File: src/hdl/timing_map.vh
// Purpose: Constants for the instruction length and cycle timing decoder
// Assumes: Standard 8051 opcode map
// Notes: Counts are system clock cycles
`ifndef TIMING_MAP_VH
`define TIMING_MAP_VH
`define CLK_PERIOD_NS 10
`define CYC_MUL 4'h4
`define CYC_DIV 4'h8
`define CYC_MOVX 4'h3
`define CYC_MOVC_PC 4'h3
`define CYC_MOVC_DP_MIN 4'h4
`define CYC_MOVC_DP_MAX 4'h7
`define CYC_INDIRECT 4'h2
`define FLASH_TIMING_W 2
`define FLASH_TIMING_RESET 2'h0
`define OP_MUL 8'ha4
`define OP_DIV 8'h84
`define OP_MOVC_DP 8'h93
`define OP_MOVC_PC 8'h83
`define OP_MOV_DP 8'h90
`define OP_INC_DP 8'ha3
`define OP_DA 8'hd4
`endif

File: src/hdl/op_length.v
// Purpose: Byte length and base cycle count of one opcode
// Assumes: Standard 8051 encoding
// Notes: Purely combinational; variable rows flagged separately
`timescale 1ns/100ps
`include "timing_map.vh"
module op_length (
    input wire [7:0] opcode,
    output reg [1:0] nbytes,
    output reg [3:0] ncycles,
    output reg variable,
    output reg branch
);
    wire [3:0] lo = opcode[3:0];
    wire [3:0] hi = opcode[7:4];
    always @* begin
        nbytes = 2'h1;
        ncycles = 4'h1;
        variable = 1'b0;
        branch = 1'b0;
        if (lo >= 4'h8) begin
            // Register operand forms
            nbytes = ((hi == 4'h7) || (hi == 4'ha) || (hi == 4'h8)) ? 2'h2 : 2'h1;
            ncycles = {2'h0, nbytes};
            if (hi == 4'hb || hi == 4'hd) begin
                nbytes = (hi == 4'hb) ? 2'h3 : 2'h2;
                branch = 1'b1;
                ncycles = {2'h0, nbytes};
            end
        end else if (lo == 4'h6 || lo == 4'h7) begin
            // Indirect RAM forms
            nbytes = ((hi == 4'h8) || (hi == 4'ha) || (hi == 4'h7)) ? 2'h2 : 2'h1;
            ncycles = `CYC_INDIRECT;
            if (hi == 4'hb) begin
                nbytes = 2'h3;
                branch = 1'b1;
                ncycles = 4'h3;
            end
        end else if (lo == 4'h5) begin
            nbytes = (hi == 4'h8 || hi == 4'h7 || hi == 4'h5 || hi == 4'h4 || hi == 4'h6)
                ? ((hi == 4'h8 || hi == 4'h7) ? 2'h3 : 2'h2) : 2'h2;
            if (hi == 4'h8 || hi == 4'h7)
                nbytes = 2'h3;
            if (hi == 4'hb || hi == 4'hd) begin
                nbytes = 2'h3;
                branch = 1'b1;
            end
            ncycles = {2'h0, nbytes};
        end else if (lo == 4'h4) begin
            // Divide sits among the immediate forms but has no operand byte
            nbytes = (hi >= 4'h2 && hi <= 4'h9 && hi != 4'h8) ? 2'h2 : 2'h1;
            if (hi == 4'hb) begin
                nbytes = 2'h3;
                branch = 1'b1;
            end
            ncycles = {2'h0, nbytes};
            if (opcode == `OP_MUL)
                ncycles = `CYC_MUL;
            if (opcode == `OP_DIV)
                ncycles = `CYC_DIV;
            if (opcode == `OP_DA)
                ncycles = 4'h1;
        end else if (lo == 4'h3) begin
            nbytes = (hi >= 4'h4 && hi <= 4'h6) ? 2'h3 : 2'h1;
            ncycles = {2'h0, nbytes};
            if (hi >= 4'he)
                ncycles = `CYC_MOVX;
            if (opcode == `OP_MOVC_PC)
                ncycles = `CYC_MOVC_PC;
            if (opcode == `OP_MOVC_DP) begin
                ncycles = `CYC_MOVC_DP_MIN;
                variable = 1'b1;
            end
            if (opcode == `OP_INC_DP)
                ncycles = 4'h1;
        end else if (lo == 4'h2) begin
            nbytes = (hi == 4'h0 || hi == 4'h1) ? 2'h3 : 2'h2;
            if (hi >= 4'he) begin
                nbytes = 2'h1;
                ncycles = `CYC_MOVX;
            end else
                ncycles = {2'h0, nbytes};
            if (hi == 4'h2 || hi == 4'h3)
                ncycles = 4'h1;
            if (hi == 4'h2 || hi == 4'h3)
                nbytes = 2'h1;
        end else if (lo == 4'h0) begin
            // Bit-test branches carry bit and offset, so length is fixed before cycles
            nbytes = (hi == 4'h9 || (hi >= 4'h1 && hi <= 4'h3)) ? 2'h3 : 2'h2;
            if (hi == 4'h0 || hi == 4'he || hi == 4'hf)
                nbytes = 2'h1;
            if (hi == 4'he || hi == 4'hf)
                ncycles = `CYC_MOVX;
            else
                ncycles = {2'h0, nbytes};
            branch = (hi >= 4'h1 && hi <= 4'h7);
        end else begin
            // Absolute jump and call rows
            nbytes = 2'h2;
            ncycles = 4'h2;
        end
    end
endmodule // op_length

File: src/hdl/movc_delay.v
// Purpose: Total clock count of a code read at accumulator plus data pointer
// Assumes: Flash read timing setting and target alignment known at issue
// Notes: Result is clamped to the documented window
`timescale 1ns/100ps
`include "timing_map.vh"
module movc_delay (
    input wire [`FLASH_TIMING_W-1:0] flash_read_timing,
    input wire [15:0] target,
    output wire [3:0] cycles
);
    wire [3:0] raw;
    assign raw = `CYC_MOVC_DP_MIN + {2'h0, flash_read_timing} + {3'h0, target[0]};
    assign cycles = (raw > `CYC_MOVC_DP_MAX) ? `CYC_MOVC_DP_MAX : raw;
endmodule // movc_delay

File: src/hdl/instr_timing.v
// Purpose: Sequence instruction fetch and count execution cycles per opcode
// Assumes: Opcode and operands presented by program memory on the same clock
// Notes: Issues one instruction at a time; no machine cycles exist
`timescale 1ns/100ps
`include "timing_map.vh"
// Function
// - Opcodes decode with standard 8051 encoding and modes into length and clocks.
// - Durations count whole system clocks only, no machine cycles.
// - Most instructions take as many clocks as program bytes.
// - Untaken conditional branch finishes one clock before taken.
// - Arithmetic: register 1/1, direct or immediate 2/2, indirect 1/2.
// - Logic ops follow arithmetic; to-direct 2/2, immediate-to-direct 3/3.
// - Clear, rotate and swap accumulator: one byte, one clock.
// - Moves: register 1/1, direct or immediate 2/2, direct-to-direct 3/3.
// - Indirect-destination moves take two clocks; indirect-to-direct 2/2.
// - Loading the data pointer immediate takes three bytes, three clocks.
// - Code read via data pointer: one byte, four to seven clocks.
// - Code read via program counter: one byte, three clocks.
// - External data reads and writes: one byte, three clocks.
// - Push and pop direct: two bytes, two clocks.
// - Exchange: register 1/1, direct 2/2, indirect and nibble 1/2.
// - Some counts vary with alignment and flash read timing.
module instr_timing (
    input wire CLK,
    input wire NRST,
    input wire CE,
    input wire START,
    input wire [7:0] OPCODE,
    input wire [15:0] PC,
    input wire [7:0] ACC,
    input wire [15:0] DATA_POINTER,
    input wire [`FLASH_TIMING_W-1:0] FLASH_READ_TIMING,
    input wire BRANCH_TAKEN,
    output reg BUSY,
    output reg DONE,
    output reg [1:0] LENGTH,
    output reg [3:0] CYCLES,
    output reg [15:0] NEXT_PC
);
    localparam ST_IDLE = 2'b01;
    localparam ST_EXEC = 2'b10;
    reg [1:0] state_reg;
    reg [1:0] state_next;
    reg [3:0] count_reg;
    reg [3:0] count_next;
    reg [3:0] total;
    wire [1:0] nbytes;
    wire [3:0] ncycles;
    wire variable;
    wire branch;
    wire [3:0] movc_cycles;
    wire [15:0] movc_target = DATA_POINTER + {8'h00, ACC};

    op_length u_len (
        .opcode(OPCODE),
        .nbytes(nbytes),
        .ncycles(ncycles),
        .variable(variable),
        .branch(branch)
    );

    movc_delay u_movc (
        .flash_read_timing(FLASH_READ_TIMING),
        .target(movc_target),
        .cycles(movc_cycles)
    );

    always @* begin
        total = ncycles;
        if (variable)
            total = movc_cycles;
        if (branch && BRANCH_TAKEN)
            total = ncycles + 4'h1;
    end

    always @* begin
        state_next = state_reg;
        count_next = count_reg;
        case (state_reg)
            ST_IDLE: begin
                if (START) begin
                    count_next = total - 4'h1;
                    state_next = (total == 4'h1) ? ST_IDLE : ST_EXEC;
                end
            end
            ST_EXEC: begin
                count_next = count_reg - 4'h1;
                if (count_reg == 4'h1)
                    state_next = ST_IDLE;
            end
            default: begin
                state_next = ST_IDLE;
                count_next = 4'h0;
            end
        endcase
    end

    always @(posedge CLK or negedge NRST) begin
        if (!NRST) begin
            state_reg <= ST_IDLE;
            count_reg <= 4'h0;
            BUSY <= 1'b0;
            DONE <= 1'b0;
            LENGTH <= 2'h0;
            CYCLES <= 4'h0;
            NEXT_PC <= 16'h0000;
        end else if (CE) begin
            state_reg <= state_next;
            count_reg <= count_next;
            BUSY <= (state_next == ST_EXEC);
            // Done marks the last clock of the instruction
            DONE <= (state_reg == ST_IDLE && START && total == 4'h1)
                || (state_reg == ST_EXEC && count_reg == 4'h1);
            if (state_reg == ST_IDLE && START) begin
                LENGTH <= nbytes;
                CYCLES <= total;
                NEXT_PC <= PC + {14'h0000, nbytes};
            end
        end
    end
endmodule // instr_timing

File: config.mk
export PLATFORM = sky130hd
export DESIGN_NAME = instr_timing
export DESIGN_NICKNAME = d
export VERILOG_FILES = /design/src/hdl/op_length.v /design/src/hdl/movc_delay.v /design/src/hdl/instr_timing.v
export VERILOG_INCLUDE_DIRS = /design/src /design/src/hdl
export SDC_FILE = /design/constraint.sdc
export NUM_CORES = 1
export LEC_CHECK = 0
export ABC_AREA = 1
export BUFFER_PORTS_ARGS = -buffer_cell sky130_fd_sc_hd__buf_2
export CAP_MARGIN = 10
export CORE_ASPECT_RATIO = 0.9
export CORE_MARGIN = 2
export CORE_UTILIZATION = 50
export DETAILED_ROUTE_END_ITERATION = 10
export PLACE_DENSITY = 0.87
export SKIP_CTS_REPAIR_TIMING = 1
export SYNTH_ARGS = -nofsm -noshare
export SYNTH_HDL_FRONTEND = slang
export SYNTH_HIERARCHICAL = 1
export SYNTH_SLANG_ARGS = --single-unit
File: constraint.sdc
create_clock -name CLK -period 3.6 [get_ports CLK]
set_input_delay 0.18 -clock CLK [delete_from_list [all_inputs] [get_ports CLK]]
set_output_delay 0.18 -clock CLK [all_outputs]
set_load 0.02 [all_outputs]
==> impl_metrics.yaml <==
status:
  status: "finished, final reports clean"
min_path:
  hold_class: "input pin to flip-flop"
worst_setup_path:
  setup.worst_path.class: "input pin to flip-flop"
  crit-reg2reg-capture: "NEXT_PC[7]"
  r2r_start: "state_reg[0]"
  reg2reg_depth: 5
  crit_arrival_ns: 2.66
  crit_start: "OPCODE[5]"
  crit_path_max_fanout: 9
  crit_path_end_kind: "flip-flop"
  crit_required_ns: 3.76
  endpoint: "state_reg[1]"
  start_kind: "input pin"
  r2r_slack_ns: 1.74
power_and_ir_drop:
  p_comb_share_pct: 47.1
  switchingPower_mw: 0.698
  p_leak_nw: 1.61
  total_power_mw: 1.60
  power_frac_seq_pct: 35.3
  powerDensity_mw_per_mm2: 538
  power_frac_clock_pct: 17.6
  p_sw_share_pct: 43.7
  vdd_drop_max_uv: 361
  internal_power_mw: 0.900
timing:
  finalHoldViolations: 0
  finalHoldWorstSlack_ns: 0.170
  max_freq_ghz: 0.400
  rsz0062_at_grt: "false"
  worst_pin_slew_ns: 0.646
  setup-violations-final: 0
  maxSlewViolCount: 0
  tns_ns: 0
  slew_headroom_pct: 56.9
  finClkSkew_ns: 0.00438
  fin_crit_sh_pct: 69.4
  setup_ws_ns: 1.10
  min_period_ns: 2.50
run:
  maxCapViolCount: 0
placed_design:
  dp_hpwl_um: 4690
  pre_cts_slack_ns: 0.820
  io_buffers: 56
  gp_congestion: 0.907
synth:
  postSynthCellCount: 388
  syn_area_mm2: 0.00255
  synth.avg_cell_area_um2: 6.58
  synth_nets: 455
  yosysWarnings: 6
grt:
  grt_antenna_before_repair: 0
  grt_pass1_wl_um: 10400
  grt_overflow: 0
  grt_use_total_pct: 22.7
  grt_pass1_vias: 2484
  grt_max_degree: 36
detailed_routing:
  dr.pass1.iters: 5
  drtIter0Drc: 182
  wl_um: 5900
  wl_met2_um: 2870
  dr_wl_met3_um: 298
  num_vias: 2641
  drc: 0
  antenna_left: 0
  drt-met1-wl_um: 2650
  vias_per_cell: 5.17
  wl_per_cell_um: 11.5
  highest_layer: "met4"
final_layout:
  final_common_cell: "nand2_1"
  drive_gt1_share_pct: 21.7
  diodes: 0
  area_growth_pct: 16.5
  final_cell_mix: "114 x nand2_1, 56 x buf_2, 48 x inv_1"
  seq_area_um2: 752
  finalNetCount: 512
  fill_cells: 483
  largest_reg_flops: 16
  multiInputGateArea_mm2: 0.00154
clock_tree:
  ctsRootBufferMaster: "clkbuf_8"
  htreeDepth: 2
  cts_made_buffers: 5
  insertion_delay_ns: 0.28
  cts_tree: "yes"
  cts_buffer_depth: 2
  clk_pin_slew_ns: 0.06
  cts_sinks: 30
die:
  io-pin-count: 79
  die_h_um: 71.8
  initial_core_util_pct: 52.1
  die_w_um: 79.3
  die_area_mm2: 0.00569
  core_mm2: 0.00489
  fp-row-count: 24
worst max-delay path: stages:
cell,delay [ns]
buf_2,0.16
nand3_1,0.18
nor2_1,0.07
nor2_1,0.20
nand4_1,0.11
nor2_1,0.11
nand4_1,0.25
ha_1,0.37
or2_0,0.21
nand2_1,0.16
ha_1,0.17
nand3_1,0.10
o21bai_1,0.15
nand2_1,0.07
nand2_1,0.08
o21ai_0,0.08
worst min path at each step:
stage | slack (ns) | start | endpoint | cells past startpoint
2_1_floorplan | -0.12 | NRST | BUSY | 0
3_3_place_gp | 0.24 | NRST | NEXT_PC[12] | 1
3_5_place_dp | 0.25 | NRST | NEXT_PC[12] | 1
4_1_cts | -0.06 | NRST | NEXT_PC[14] | 1
5_1_grt | 0.18 | CE | state_reg[0] | 2
6_report | 0.17 | CE | state_reg[0] | 2
routing by layer:
layer | global-route usage [%] | up-vias
li1 | - | 1365
met1 | 28.0 | 1206
met2 | 39.5 | 61
met3 | 4.66 | 9
met4 | 7.85 | 0
met5 | 0 | -
per-stage QoR:
stage / instance area, um2 / util [%] / instances
final: 2970 / 60.7 / 511
after global routing: 2970 / 60.7 / 511
after CTS: 2960 / 60.5 / 510
after detailed placement: 2870 / 58.6 / 502
after global placement: 2870 / 58.6 / 502
after floorplan: 2550 / - / 388
area by class of cell:
cell class | count | share of cell area [%]
multi-input cells | 293 | 51.8
inverters | 58 | 7.33
repair buffers | 57 | 9.77
clock buffers | 7 | 2.91
clock inverters | 1 | 0.168
well taps | 65 | 2.74
flip-flops and latches | 30 | 25.3
power by group through the flow:
stage          Sequential, mW  Combinational [mW]  Clock, mW
3_5_place_dp            0.570               0.752          0
3_3_place_gp            0.562               0.730          0
6_report                0.564               0.753      0.281
4_1_cts                 0.565               0.757      0.287
5_1_grt                 0.579               0.850      0.300
2_1_floorplan           0.695               0.387          0
Power figures use the tool's default switching activity.
